File: src/pwm_pkg.sv
// Package: register map, config field layout and bus types for the PWM unit
package pwm_pkg;

   // ----------------------------------------------------------------
   // Sizes
   // ----------------------------------------------------------------
   localparam int CHANNELS   = 4;
   localparam int CNT_W      = 10;
   localparam int SETUP_W    = 12;
   localparam int ADDR_W     = 6;
   localparam int DATA_W     = 32;

   // ----------------------------------------------------------------
   // Register map (byte addresses, one word per register)
   // Per channel n: base CH_STRIDE * n
   // ----------------------------------------------------------------
   localparam logic [ADDR_W-1:0] START_OFS    = 6'h00;
   localparam logic [ADDR_W-1:0] FLIP_OFS     = 6'h04;
   localparam logic [ADDR_W-1:0] READBACK_OFS = 6'h08;
   localparam logic [ADDR_W-1:0] CH_STRIDE    = 6'h0C;
   localparam logic [ADDR_W-1:0] SETUP_OFS    = 6'h30;

   // ----------------------------------------------------------------
   // Shared setup register: three bits per channel at 3*n
   // bit 0 enable, bit 1 clock select (0 mclk, 1 mclk/PRESCALE),
   // bit 2 phase invert
   // ----------------------------------------------------------------
   localparam int FLD_W      = 3;
   localparam int FLD_EN     = 0;
   localparam int FLD_CLKSEL = 1;
   localparam int FLD_PHASE  = 2;
   localparam logic [SETUP_W-1:0] SETUP_RESET = 12'h000;
   localparam logic [CNT_W-1:0]   CNT_RESET   = 10'h000;
   localparam logic [CNT_W-1:0]   CNT_MAX     = 10'h3FF;

   // Slow clock tick period in mclk cycles (1 us at 100 MHz)
   localparam int MCLK_MHZ     = 100;
   localparam int SLOW_TICK_NS = 1000;
   localparam int PRESCALE     = SLOW_TICK_NS * MCLK_MHZ / 1000;
   localparam int PRE_W        = 7;

   // ----------------------------------------------------------------
   // Bus types
   // ----------------------------------------------------------------
   typedef struct packed {
      logic [ADDR_W-1:0] address;
      logic              read;
      logic              write;
      logic [3:0]        byteenable;
      logic [DATA_W-1:0] writedata;
   } avm_req_t;

   typedef struct packed {
      logic [DATA_W-1:0] readdata;
      logic              waitrequest;
   } avm_rsp_t;

   typedef struct packed {
      logic             enable;
      logic             slowClk;
      logic             invert;
      logic [CNT_W-1:0] startCount;
      logic [CNT_W-1:0] flipPoint;
   } chan_cfg_t;

endpackage

File: src/pwm_channel.sv
// One PWM channel: counter, reload and output toggle
`timescale 1ns/1ps
`default_nettype none
module pwm_channel (
   input  wire logic                   mclk,
   input  wire logic                   reset_n,
   input  wire pwm_pkg::chan_cfg_t     cfg,
   input  wire logic                   slowTick,
   output logic [pwm_pkg::CNT_W-1:0]   count,
   output logic                        pwmOut
);
   import pwm_pkg::*;

   typedef struct packed {
      logic [CNT_W-1:0] cnt;
      logic             level;
   } ch_state_t;

   ch_state_t state_r;
   ch_state_t state_nxt;
   logic      step;

   always_comb begin
      state_nxt = state_r;
      step      = cfg.slowClk ? slowTick : 1'b1;
      if (!cfg.enable) begin
         state_nxt.cnt   = cfg.startCount;
         state_nxt.level = 1'b0;
      end else if (step) begin
         if (state_r.cnt == CNT_MAX) begin
            state_nxt.cnt   = cfg.startCount;
            state_nxt.level = 1'b0;
         end else begin
            state_nxt.cnt = state_r.cnt + 10'h001;
         end
         if (state_r.cnt == cfg.flipPoint) begin
            state_nxt.level = ~state_r.level;
         end
      end
   end

   always_ff @(posedge mclk or negedge reset_n) begin
      if (!reset_n) begin
         state_r <= '0;
      end else begin
         state_r <= state_nxt;
      end
   end

   assign count  = state_r.cnt;
   assign pwmOut = state_r.level ^ cfg.invert;

   // ----------------------------------------------------------------
   // Checks
   // ----------------------------------------------------------------
   AST_WRAP_RELOAD: assert property (@(posedge mclk) disable iff (!reset_n)
      (cfg.enable && step && state_r.cnt == CNT_MAX)
      ##1 $stable(cfg.startCount) |-> state_r.cnt == cfg.startCount)
      else $error("counter did not reload after max");
   AST_ADVANCE: assert property (@(posedge mclk) disable iff (!reset_n)
      (cfg.enable && step && state_r.cnt != CNT_MAX)
      |=> state_r.cnt == $past(state_r.cnt) + 10'h001)
      else $error("counter did not advance");
   AST_TOGGLE: assert property (@(posedge mclk) disable iff (!reset_n)
      (cfg.enable && step && state_r.cnt == cfg.flipPoint
       && state_r.cnt != CNT_MAX)
      |=> state_r.level != $past(state_r.level))
      else $error("output did not toggle at flip point");
endmodule
`default_nettype wire

File: src/four_channel_pwm_unit.sv
// Four-channel PWM unit with Avalon-MM register slave
// How it works
// - Four independent PWM channels, numbered zero to three.
// - Each channel has a 10-bit start count register, read and write.
// - Each channel has a 10-bit flip point register, read and write.
// - Each channel's live 10-bit counter is readable, not writable.
// - One 12-bit setup register, read and write, shared by all channels.
// - Setup holds per-channel enable, clock select and phase invert.
// - Channel zero drives port bit 26, channel one port bit 27.
// - Channel two drives port bit 28, channel three port bit 29.
`timescale 1ns/1ps
`default_nettype none
module four_channel_pwm_unit #(
   parameter int NUM_CH = pwm_pkg::CHANNELS
) (
   input  wire logic              mclk,
   input  wire logic              reset_n,
   input  wire pwm_pkg::avm_req_t avmReq,
   output pwm_pkg::avm_rsp_t      avmRsp,
   output logic                   port_bit_26,
   output logic                   port_bit_27,
   output logic                   port_bit_28,
   output logic                   port_bit_29
);
   import pwm_pkg::*;

   // ----------------------------------------------------------------
   // State
   // ----------------------------------------------------------------
   typedef struct packed {
      logic [NUM_CH-1:0][CNT_W-1:0] startCount;
      logic [NUM_CH-1:0][CNT_W-1:0] flipPoint;
      logic [SETUP_W-1:0]           setup;
      logic [PRE_W-1:0]             pre;
      logic                         slowTick;
      logic [DATA_W-1:0]            rdata;
      logic                         ack;
   } unit_state_t;

   unit_state_t state_r;
   unit_state_t state_nxt;

   logic [NUM_CH-1:0][CNT_W-1:0] liveCount;
   logic [NUM_CH-1:0]            chanOut;
   chan_cfg_t [NUM_CH-1:0]       chanCfg;

   // ----------------------------------------------------------------
   // Register access and prescaler
   // ----------------------------------------------------------------
   // One wait state per access: the request is taken on the cycle
   // ack is low and answered with waitrequest low one cycle later.
   always_comb begin
      logic             hit;
      logic [CNT_W-1:0] wv;
      logic [SETUP_W-1:0] sv;
      hit       = 1'b0;
      wv        = '0;
      sv        = '0;
      state_nxt = state_r;
      state_nxt.ack      = 1'b0;
      state_nxt.slowTick = 1'b0;
      if (state_r.pre == PRE_W'(PRESCALE - 1)) begin
         state_nxt.pre      = '0;
         state_nxt.slowTick = 1'b1;
      end else begin
         state_nxt.pre = state_r.pre + 7'h01;
      end
      // Decode in both cycles; writes commit on the answer edge only
      if (avmReq.read || avmReq.write) begin
         state_nxt.ack   = !state_r.ack;
         state_nxt.rdata = '0;
         for (int n = 0; n < NUM_CH; n++) begin
            wv = state_r.startCount[n];
            if (avmReq.byteenable[0]) begin
               wv[7:0] = avmReq.writedata[7:0];
            end
            if (avmReq.byteenable[1]) begin
               wv[CNT_W-1:8] = avmReq.writedata[CNT_W-1:8];
            end
            if (avmReq.address == ADDR_W'(n * CH_STRIDE) + START_OFS) begin
               hit = 1'b1;
               state_nxt.rdata = DATA_W'(state_r.startCount[n]);
               if (avmReq.write && state_r.ack) begin
                  state_nxt.startCount[n] = wv;
               end
            end else if (avmReq.address ==
                         ADDR_W'(n * CH_STRIDE) + FLIP_OFS) begin
               hit = 1'b1;
               wv = state_r.flipPoint[n];
               if (avmReq.byteenable[0]) begin
                  wv[7:0] = avmReq.writedata[7:0];
               end
               if (avmReq.byteenable[1]) begin
                  wv[CNT_W-1:8] = avmReq.writedata[CNT_W-1:8];
               end
               state_nxt.rdata = DATA_W'(state_r.flipPoint[n]);
               if (avmReq.write && state_r.ack) begin
                  state_nxt.flipPoint[n] = wv;
               end
            end else if (avmReq.address ==
                         ADDR_W'(n * CH_STRIDE) + READBACK_OFS) begin
               hit = 1'b1;
               state_nxt.rdata = DATA_W'(liveCount[n]);
            end
         end
         if (avmReq.address == SETUP_OFS) begin
            hit = 1'b1;
            sv = state_r.setup;
            if (avmReq.byteenable[0]) begin
               sv[7:0] = avmReq.writedata[7:0];
            end
            if (avmReq.byteenable[1]) begin
               sv[SETUP_W-1:8] = avmReq.writedata[SETUP_W-1:8];
            end
            state_nxt.rdata = DATA_W'(state_r.setup);
            if (avmReq.write && state_r.ack) begin
               state_nxt.setup = sv;
            end
         end
         if (!hit) begin
            state_nxt.rdata = '0;
         end
      end
   end

   always_ff @(posedge mclk or negedge reset_n) begin
      if (!reset_n) begin
         state_r <= '0;
         state_r.setup <= SETUP_RESET;
      end else begin
         state_r <= state_nxt;
      end
   end

   assign avmRsp.waitrequest = !state_r.ack;
   assign avmRsp.readdata    = state_r.rdata;

   // ----------------------------------------------------------------
   // Channels
   // ----------------------------------------------------------------
   for (genvar g = 0; g < NUM_CH; g++) begin : gen_ch
      assign chanCfg[g].enable  = state_r.setup[FLD_W*g + FLD_EN];
      assign chanCfg[g].slowClk = state_r.setup[FLD_W*g + FLD_CLKSEL];
      assign chanCfg[g].invert  = state_r.setup[FLD_W*g + FLD_PHASE];
      assign chanCfg[g].startCount = state_r.startCount[g];
      assign chanCfg[g].flipPoint  = state_r.flipPoint[g];
      pwm_channel u_ch (
         .mclk     (mclk),
         .reset_n  (reset_n),
         .cfg      (chanCfg[g]),
         .slowTick (state_r.slowTick),
         .count    (liveCount[g]),
         .pwmOut   (chanOut[g])
      );
   end

   assign port_bit_26 = chanOut[0];
   assign port_bit_27 = chanOut[1];
   assign port_bit_28 = chanOut[2];
   assign port_bit_29 = chanOut[3];

   // ----------------------------------------------------------------
   // Checks
   // ----------------------------------------------------------------
   AST_WAIT_ONE: assert property (@(posedge mclk) disable iff (!reset_n)
      ((avmReq.read || avmReq.write) && avmRsp.waitrequest)
      |=> !avmRsp.waitrequest)
      else $error("slave did not answer in one cycle");
   AST_SETUP_WRITE: assert property (@(posedge mclk) disable iff (!reset_n)
      (avmReq.write && !avmRsp.waitrequest && avmReq.address == SETUP_OFS
       && avmReq.byteenable[1:0] == 2'b11)
      |=> state_r.setup == $past(avmReq.writedata[SETUP_W-1:0]))
      else $error("setup register write lost");
   AST_RB_RO: assert property (@(posedge mclk) disable iff (!reset_n)
      (avmReq.read && avmRsp.waitrequest
       && avmReq.address == READBACK_OFS)
      |=> avmRsp.readdata == DATA_W'($past(liveCount[0])))
      else $error("counter readback wrong");
   AST_START_RD: assert property (@(posedge mclk) disable iff (!reset_n)
      (avmReq.read && avmRsp.waitrequest && avmReq.address == START_OFS)
      |=> avmRsp.readdata == DATA_W'($past(state_r.startCount[0])))
      else $error("start count readback wrong");
   AST_FLIP_RD: assert property (@(posedge mclk) disable iff (!reset_n)
      (avmReq.read && avmRsp.waitrequest && avmReq.address == FLIP_OFS)
      |=> avmRsp.readdata == DATA_W'($past(state_r.flipPoint[0])))
      else $error("flip point readback wrong");
   AST_PORT_MAP: assert property (@(posedge mclk) disable iff (!reset_n)
      {port_bit_29, port_bit_28, port_bit_27, port_bit_26} == chanOut)
      else $error("port bit mapping wrong");
   AST_IDLE_LOW: assert property (@(posedge mclk) disable iff (!reset_n)
      (!state_r.setup[FLD_EN] && !state_r.setup[FLD_PHASE])
      ##1 (!state_r.setup[FLD_EN] && !state_r.setup[FLD_PHASE])
      |-> !port_bit_26)
      else $error("disabled channel output not idle");
   AST_TICK_RATE: assert property (@(posedge mclk) disable iff (!reset_n)
      state_r.slowTick |=> !state_r.slowTick ##1 !state_r.slowTick)
      else $error("slow tick too frequent");
endmodule
`default_nettype wire

File: config.mk
export PLATFORM = sky130hd
export DESIGN_NAME = four_channel_pwm_unit
export DESIGN_NICKNAME = d
export VERILOG_FILES = /design/src/pwm_pkg.sv /design/src/pwm_channel.sv /design/src/four_channel_pwm_unit.sv
export SDC_FILE = /design/constraint.sdc
export NUM_CORES = 1
export LEC_CHECK = 0
export ABC_CLOCK_PERIOD_IN_PS = 2050
export BUFFER_PORTS_ARGS = -buffer_cell sky130_fd_sc_hd__buf_2
export CAP_MARGIN = 20
export CORE_MARGIN = 2
export CORE_UTILIZATION = 43
export DETAILED_ROUTE_END_ITERATION = 7
export GPL_TIMING_DRIVEN = 1
export PLACE_DENSITY_LB_ADDON = 0.3
export SLEW_MARGIN = 10
export SYNTH_ARGS = -nofsm -noshare
export SYNTH_HDL_FRONTEND = slang
export SYNTH_HIERARCHICAL = 1
export SYNTH_SLANG_ARGS = --single-unit
File: constraint.sdc
create_clock -name mclk -period 2.05 [get_ports mclk]
set_input_delay 0.3075 -clock mclk [delete_from_list [all_inputs] [get_ports mclk]]
set_output_delay 0.3075 -clock mclk [all_outputs]
set_load 0.01 [all_outputs]
Yosys cells after proc, flatten, opt, wreduce, memory -nomap -nowiden
Index checks and enable logic that the tools add are counted.
W data, S select, Z words.
{ "totals": {"regBits": 177, "inputBits": 46, "out_inout_bits": 37} }
{ "classes": {"n_eq_ne": 29, "n_addsub": 5, "bitwise_logic": 12, "n_mux": 55, "reduce_logical": 26} }
{ "op_table": {"columns": ["op", "count"], "rows": [
  ["$mux W32", 11],
  ["$mux W11", 8],
  ["$mux W10", 7],
  ["$add A10 B1 Y10 const B", 4],
  ["$eq A10 B10 Y1", 4],
  ["$eq A10 B10 Y1 const B", 4],
  ["$reduce_and A4 Y1", 10],
  ["$reduce_and A5 Y1", 8],
  ["$eq A6 B6 Y1 const B", 5],
  ["$mux W1", 28],
  ["$eq A6 B5 Y1 const B", 4],
  ["$eq A6 B4 Y1 const B", 2],
  ["$ne A3 B1 Y1 const B", 4],
  ["$ne A2 B1 Y1 const B", 4],
  ["$not A1 Y1", 8],
  ["$reduce_and A2 Y1", 4],
  ["$add A7 B1 Y7 const B", 1],
  ["$eq A7 B7 Y1 const B", 1],
  ["$mux W7", 1],
  ["$eq A6 B3 Y1 const B", 1],
  ["$logic_not A6 Y1", 1],
  ["$xor A1 B1 Y1", 4],
  ["$logic_and A1 B1 Y1", 1],
  ["$logic_not A1 Y1", 1],
  ["$logic_or A1 B1 Y1", 1]
]} }

Depth between registers and ports, before layout
Gate-level depths: netlist of the first run.
{ "depth": {"word_depth": 16, "depth_mapped": 8, "ltp_nobuf": 6} }

Modules after synthesis
The synthesis of the first run kept the hierarchy.
{ "modules_own_cells": {"columns": ["mod", "area_per_inst_um2", "cells_each", "instances"], "rows": [
  ["four_channel_pwm_unit", 5858.1, 511, 1],
  ["pwm_channel (gen_ch[0].u_ch ...)", 910.9, 106, 3],
  ["pwm_channel (gen_ch[3].u_ch)", 968.4, 116, 1]
]} }

Least setup slack after synthesis of the first run
Ideal clock, no wire load.
{ "synth_timing": {"path_type": "input to register", "from": "input avmReq[39] (netlist bit)", "to": "register state_r, in the netlist chanCfg[20]", "t_arrival_ps": 1762, "slack_ps": 163, "required_time_ps": 1925, "cell_stages": 6, "cell_sequence": "clkbuf_2 nor4_1 nand3_1 clkbuf_1 nor2_2 mux2_2"} }
{ "synth_via": {"elab_chain_cells": 2} }
{ "synth_lines": {"columns": ["item", "line", "source"], "rows": [
  ["start: declaration", "four_channel_pwm_unit.sv:18", "input wire pwm_pkg::avm_req_t avmReq,"],
  ["$eq A6 B6 Y1", "four_channel_pwm_unit.sv:106", "if (avmReq.address == SETUP_OFS) begin"],
  ["$reduce_and A4 Y1 (no source line)", null, null],
  ["end signal: assignment", "four_channel_pwm_unit.sv:131", "state_r <= state_nxt;"],
  ["end: declaration", "four_channel_pwm_unit.sv:40", "unit_state_t state_r;"]
]} }
No other way between the ends.
A chain may end at the register's enable or synchronous reset.

Worst setup path in the final report of the first run
{ "layout_timing": {"from": "register gen_ch[2].u_ch.state_r, in the netlist gen_ch[2].u_ch/count[0]", "to": "register gen_ch[2].u_ch.state_r, in the netlist gen_ch[2].u_ch/count[0]"} }
{ "layout_via": {"elab_chain_cells": 4, "word_cells_on_any_way": 5, "cone_classes": "1 x add/sub; 1 x eq/ne; 3 x mux"} }
{ "layout_lines": {"columns": ["item", "line", "source"], "rows": [
  ["start: declaration", "pwm_channel.sv:19", "ch_state_t state_r;"],
  ["start signal: assignment", "pwm_channel.sv:46", "state_r <= state_nxt;"],
  ["$add A10 B1 Y10 or $eq A10 B10 Y1 (tied branches)", "pwm_channel.sv:34, pwm_channel.sv:30", null],
  ["$mux W10 *", "pwm_channel.sv:30", "if (state_r.cnt == CNT_MAX) begin"],
  ["$mux W11 *", "pwm_channel.sv:29", "end else if (step) begin"],
  ["$mux W11 *", "pwm_channel.sv:26", "if (!cfg.enable) begin"]
]} }
Every way passes the cells marked *; elsewhere a longest branch is shown, timed or not. The select of a mux whose other input is x is not followed.

==> results.md, run 1 <==
* Io pins at 83
* Syn Inst Count at between 900 and 1000
* Top-area cell type share of the netlist area at 0.4110
* CP endpoint kind: flip-flop
* Num Clock Sinks at 157
* CP Buf/Inv Count at 0
* Mapped Area at 9559 um^2
* FP Rows at between 50 and 60
* Cell family contributing the most delay on the critical path: simple AND/OR/NAND/NOR gates
* M1 GR Usage at 0.3422
* Flops & latches, synth at ~160
* Most Crowded Layer GR: met2
* Gr ovfl total at 0
* Clk slew on worst S/H paths at 60 ps
* Initial antenna violation count at 0
* Crit-path cells: ha_1 -> nand3_1 -> nor3_4 -> nor3_2 -> a21o_1 -> a22o_1
* Initial core utilization at 0.4380
* EDFF count, synth at 0
* Drt wl/cell at 21.24 um
* Crit Path Category: reg -> reg
* Setup crit start kind: flip-flop
* Via count at roughly 7600
* Avg Inst Size Synth at approximately 10 um^2
* Crit share post-route at 0.9140
* H-tree Lvls at 4
* CP max FO at 7
* Status: complete, no violations
* Pwr Density at 689.9 nW/um^2
* DRC violations left at 0
* Sequential area share after synthesis at 0.4110
* Placer Congestion at 0.9813
* Crit path time final at 1874 ps
* Die area at 23440 um^2
* Final Hold Vio Count at 0
* Global-route wire length before repair at 44130 um
* Ys Warns at 6
* Share of layout cells above drive strength 1 at 0.3122
* Worst Max-Slew Pin Slew at 720.3 ps
* Peak Freq at 533.7 MHz
* First-pass DRT Iterations at 6
* Core box area at roughly 22000 um^2
* Routed Antenna Nets at 0
* WP depth at 6
* Die W at about 150 um
* Largest net degree at the start of global routing at 58
* Rel. slew slack at 0.5161
* Top FF cell, synth: dfrtp_1
* Max Cap Viol at 0
* Place WS at -146.4 ps
* IO Port Bufs at 40
* CP required at 2370 ps
* Finished Cell Area at 11020 um^2
* Synth top area cells: dfrtp_1, mux2_2, buf_4
* Post-DP Area at 10430 um^2
* Worst vdd ir at 0.4347 mV
* Die Ht at around 150 um
* Tightest Hold Check Type: in -> reg
* Met2 Use GR at 0.3899
* Max clock buf depth at 2
* Final slew viol count at 0
* CP max stage cell: dfrtp_1
* Routed vias/inst at 5.775
* Gr usage total at 0.2456
* Nets at 1079
* WHS at ~100 ps
* RSZ-0062 raised after global routing: false
* Area growth from synthesis to layout at 15.27%
* Crit-path max cell delay at between 500 and 600 ps
* Hold Path Stages at 2
* Root Buffer: clkbuf_16
* Final WL at 28050 um
* Iter 0 DRT Violations at 639
* TritonCTS clock tree: built
* CP arrival at 2200 ps
* Total Neg Setup Slack at 0 ps
* Final Skew at 9.021 ps
* Count leader, synth: dfrtp_1
* Final HPWL DP at between 20000 and 25000 um
* Min setup slack post-route at approximately 180 ps
* Ant diodes at 0
* Vias in the first global route at 7488
* Synth unique cells at 72
* Post-synth top cells: dfrtp_1, mux2_2, nor2_1
* FF-to-FF path depth at 6
* Final Setup Violations at 0
* Top cell type by total area after synthesis: dfrtp_1
* Skew-Pair Late Insertion Delay at 440 ps
* Fraction of registers with async set/reset at 1.000
* Pleak at 5.376 nW
* Cts bufs inserted at 17
* GR Util met3 at 0.04877
==> timing repair <==
item / 4_1_cts / 5_1_grt
endpoints found under the setup margin: 0 / 0
hold buffers: 1 / 0
buffers inserted: 0 / 0
resized for setup: 0 / 0
hold endpoints to repair: 52 / 0
==> cell families after synthesis <==
| kind of cell | Yosys count | synth area share |
|---|---|---|
| fa+ha+maj | 5 | 0.006545 |
| other cells | 1 | 0.0003923 |
| simple gates | 313 | 0.1906 |
| xor+xnor | 62 | 0.05681 |
| compound gates | 189 | 0.1415 |
| mux | 97 | 0.1137 |
| buf+inv | 121 | 0.07945 |
| flops | 157 | 0.4110 |
==> worst paths after layout <==
kind / end / start / slack (ps)
max in group asynchronous: chanCfg[54] / reset_n / 900
min reg2reg: avmRsp[12] / avmRsp[12] / 470
max reg2reg: gen_ch[2].u_ch/count[0] / gen_ch[2].u_ch/count[0] / 180
min in group asynchronous: gen_ch[1].u_ch/count[1] / reset_n / 410
min: chanCfg[89] / avmReq[11] / 100
max: gen_ch[2].u_ch/count[0] / gen_ch[2].u_ch/count[0] / 180
==> registers in the layout, summed over array words and instances, names as in the netlist <==
| register | cells |
|---|---|
| avmRsp | 12 |
| state_r | 9 |
| chanCfg | 92 |
| gen_ch.u_ch/count | 40 |
| gen_ch.u_ch/state_r | 4 |
==> layout by cell type (no fill, tap or decap), types with 20 or more instances in the layout <==
cell	count
o21ai_0	35
buf_4	103
dfrtp_1	157
mux2_2	93
nor2_1	77
nor3_1	29
a21oi_1	25
nand2_1	67
conb_1	20
nand3_1	25
xor2_1	51
a221oi_1	24
buf_2	39
==> power by group <==
part           switching, W  internal (W)  total, W
sequential         0.000245       0.00325   0.00349
combinational      0.000533      0.000426  0.000958
clock               0.00130       0.00185   0.00315
total               0.00208       0.00552   0.00760
==> layer usage <==
metal / vias to the layer above / part of all wire
li1: 3541 / -
met1: 3757 / 0.44
met2: 282 / 0.46
met3: 49 / 0.067
met4: 0 / 0.029
met5: - / 0
==> through the flow <==
stage          power (W)    util  instances
2_1_floorplan   0.004110       -        964
3_3_place_gp    0.004475  0.4780       1288
3_5_place_dp    0.004496  0.4780       1288
4_1_cts         0.007635  0.5049       1321
5_1_grt         0.007894  0.5049       1321
6_report        0.007602  0.5049       1321
==> cell type report <==
cell class,count,area (um^2)
Clock buffer,21,460.4
Tap cell,280,350.3
Timing Repair Buffer,153,1170
Inverter,13,48.80
Sequential cell,157,3929
Clock inverter,11,116.4
Multi-Input combinational cell,686,4945
Fill cell,1994,10800
Power figures use the tool's default switching activity.
==> inputs of run 2 (changes only) <==
--- a/config.mk
+++ b/config.mk
@@ -14,4 +14,5 @@
 export GPL_TIMING_DRIVEN = 1
 export PLACE_DENSITY_LB_ADDON = 0.3
+export SKIP_LAST_GASP = 1
 export SLEW_MARGIN = 10
 export SYNTH_ARGS = -nofsm -noshare
==> constraint.sdc (replaced) <==
create_clock -name mclk -period 2.05 [get_ports mclk]
set_input_delay 0.41 -clock mclk [delete_from_list [all_inputs] [get_ports mclk]]
set_output_delay 0.41 -clock mclk [all_outputs]
set_load 0.01 [all_outputs]
==> run 2 against run 1 <==
  * Sequential power about the same
  * Core utilization about the same
  * Maximum frequency decreased by 1.6%
  * Non-clock buffer count decreased by 5
  * Critical endpoint is now avmRsp[9]
  * Largest power group unchanged
==> results.md, run 2 (same netlist as run 1, synthesis figures left out) <==
* Gr ovfl total at 0
* Worst Max-Slew Pin Slew at 696.8 ps
* Iter 0 DRT Violations at 660
* Min setup slack post-route at 145.8 ps
* Via count at between 7000 and 8000
* First-pass DRT Iterations at 5
* Final Setup Violations at 0
* TritonCTS clock tree: built
* Max Cap Viol at 0
* Die area at ~23000 um^2
* Crit-path cells: buf_2 -> buf_4 -> or4b_1 -> buf_4 -> nor3_4 -> a22oi_1 -> a31oi_1 -> buf_4 -> o31a_1
* Initial core utilization at 0.4380
* Io pins at 83
* Routed Antenna Nets at 0
* H-tree Lvls at 4
* Initial antenna violation count at 0
* CP endpoint kind: flip-flop
* Crit path time final at 1904 ps
* Global-route wire length before repair at 45370 um
* Cts bufs inserted at 17
* Most frequent cells in the layout: dfrtp_1, buf_4, mux2_2, nor2_1, nand2_1
* IO Port Bufs at 40
* Nets at 1074
* Finished Cell Area at around 11000 um^2
* DRC violations left at 0
* Largest net degree at the start of global routing at 44
* Post-DP Area at 10380 um^2
* Die W at 153.1 um
* CP max FO at 6
* Rel. slew slack at 0.5319
* Worst vdd ir at 0.5580 mV
* Final Hold Vio Count at 0
* Share of layout cells above drive strength 1 at 0.3095
* Tightest Hold Check Type: in -> reg
* Footprint of the multi-input gates at 4945 um^2
* Placer Congestion at 0.9909
* Final WL at 28790 um
* Core box area at ~22000 um^2
* RSZ-0062 raised after global routing: false
* Num Clock Sinks at 157
* Reg area at 3929 um^2
* Peak Freq at 525.2 MHz
* Layout Cells excl Fill at roughly 1300
* Setup crit start kind: input port
* Placed Cells at 1283
* Crit Path Category: in -> reg
* Worst path most repeated cell: buf_4
* Drt wl/cell at approximately 22 um
* Clk slew on worst S/H paths at 60 ps
* Crit share post-route at 0.9289
* FP Rows at 54
* Final HPWL DP at 21380 um
* Status: complete, no violations
* Cell family contributing the most delay on the critical path: simple AND/OR/NAND/NOR gates
* Area growth from synthesis to layout at 15.38%
* CP Buf/Inv Count at 4
* Crit-path max cell delay at 510 ps
* Place WS at -270.6 ps
* Commonest non-fill, non-tap cell in the layout: dfrtp_1
* Routed vias/inst at 5.903
* CP max stage cell: or4b_1
* CP required at roughly 2400 ps
* Max clock buf depth at 2
* Max FFs per register at 92
* Pwr Density at between 700 and 800 nW/um^2
* Root Buffer: clkbuf_16
* Final slew viol count at 0
* Setup Buffers After CTS at 0
* Die Ht at 153.1 um
* Vias in the first global route at 7689
* Gr usage total at 0.2514
* Post-layout total power at 0.007935 W
* Skew-Pair Late Insertion Delay at approximately 430 ps
* CP arrival at about 2300 ps
* Fillers at 2001
* Final Skew at 9.948 ps
* WHS at 209.5 ps
* Pleak at between 5 and 6 nW
-- run 2: power breakdown --
group,internal [W],switching [W]
clock,0.00217,0.00130
sequential,0.00325,0.000244
combinational,0.000427,0.000544
-- run 2: path summary, 6_finish.rpt --
path | start | cells past startpoint | slack (ps) | to
max | avmReq[39] | 9 | 150 | avmRsp[9]
max in group asynchronous | reset_n | 3 | 930 | chanCfg[76]
min reg2reg | avmRsp[11] | 2 | 480 | avmRsp[11]
min in group asynchronous | reset_n | 2 | 480 | chanCfg[37]
max reg2reg | gen_ch[2].u_ch/count[0] | 6 | 210 | gen_ch[2].u_ch/count[5]
min | avmReq[10] | 2 | 210 | chanCfg[90]
-- run 2: cell type report --
type | instances | area share
multi-input cells | 686 | 0.4483
repair buffers | 148 | 0.1015
clock buffers | 18 | 0.03982
well taps | 280 | 0.03176
inverters | 13 | 0.004424
flip-flops and latches | 157 | 0.3562
diodes | 1 | 0.0002269
clock inverters | 12 | 0.01770
-- run 2: worst register-to-register path, cell delays in order (launching register included) --
cell,delay [ps]
dfrtp_1,530
ha_1,280
nand3_1,160
nor3_4,350
a21boi_2,170
nor2_1,150
a221oi_1,70
-- run 2: stage by stage --
step / util / TNS [ps]
after CTS: 0.5053 / 0
after global placement: 0.4757 / -13200
final: 0.5054 / 0
after detailed placement: 0.4757 / -11690
after global routing: 0.5053 / 0
after floorplan: - / 0
-- run 2: repair_timing --
action                                 CTS  global route
hold buffers                             1             0
endpoints found under the hold margin   37             0
gates resized for setup                  0             0
-- run 2: per-layer routing --
metal	vias to the layer above	global-route usage	part of all wire
met5	-	0	0
met4	0	0.1076	0.040
li1	3528	-	-
met3	79	0.04366	0.064
met1	3857	0.3508	0.45
met2	298	0.3858	0.45
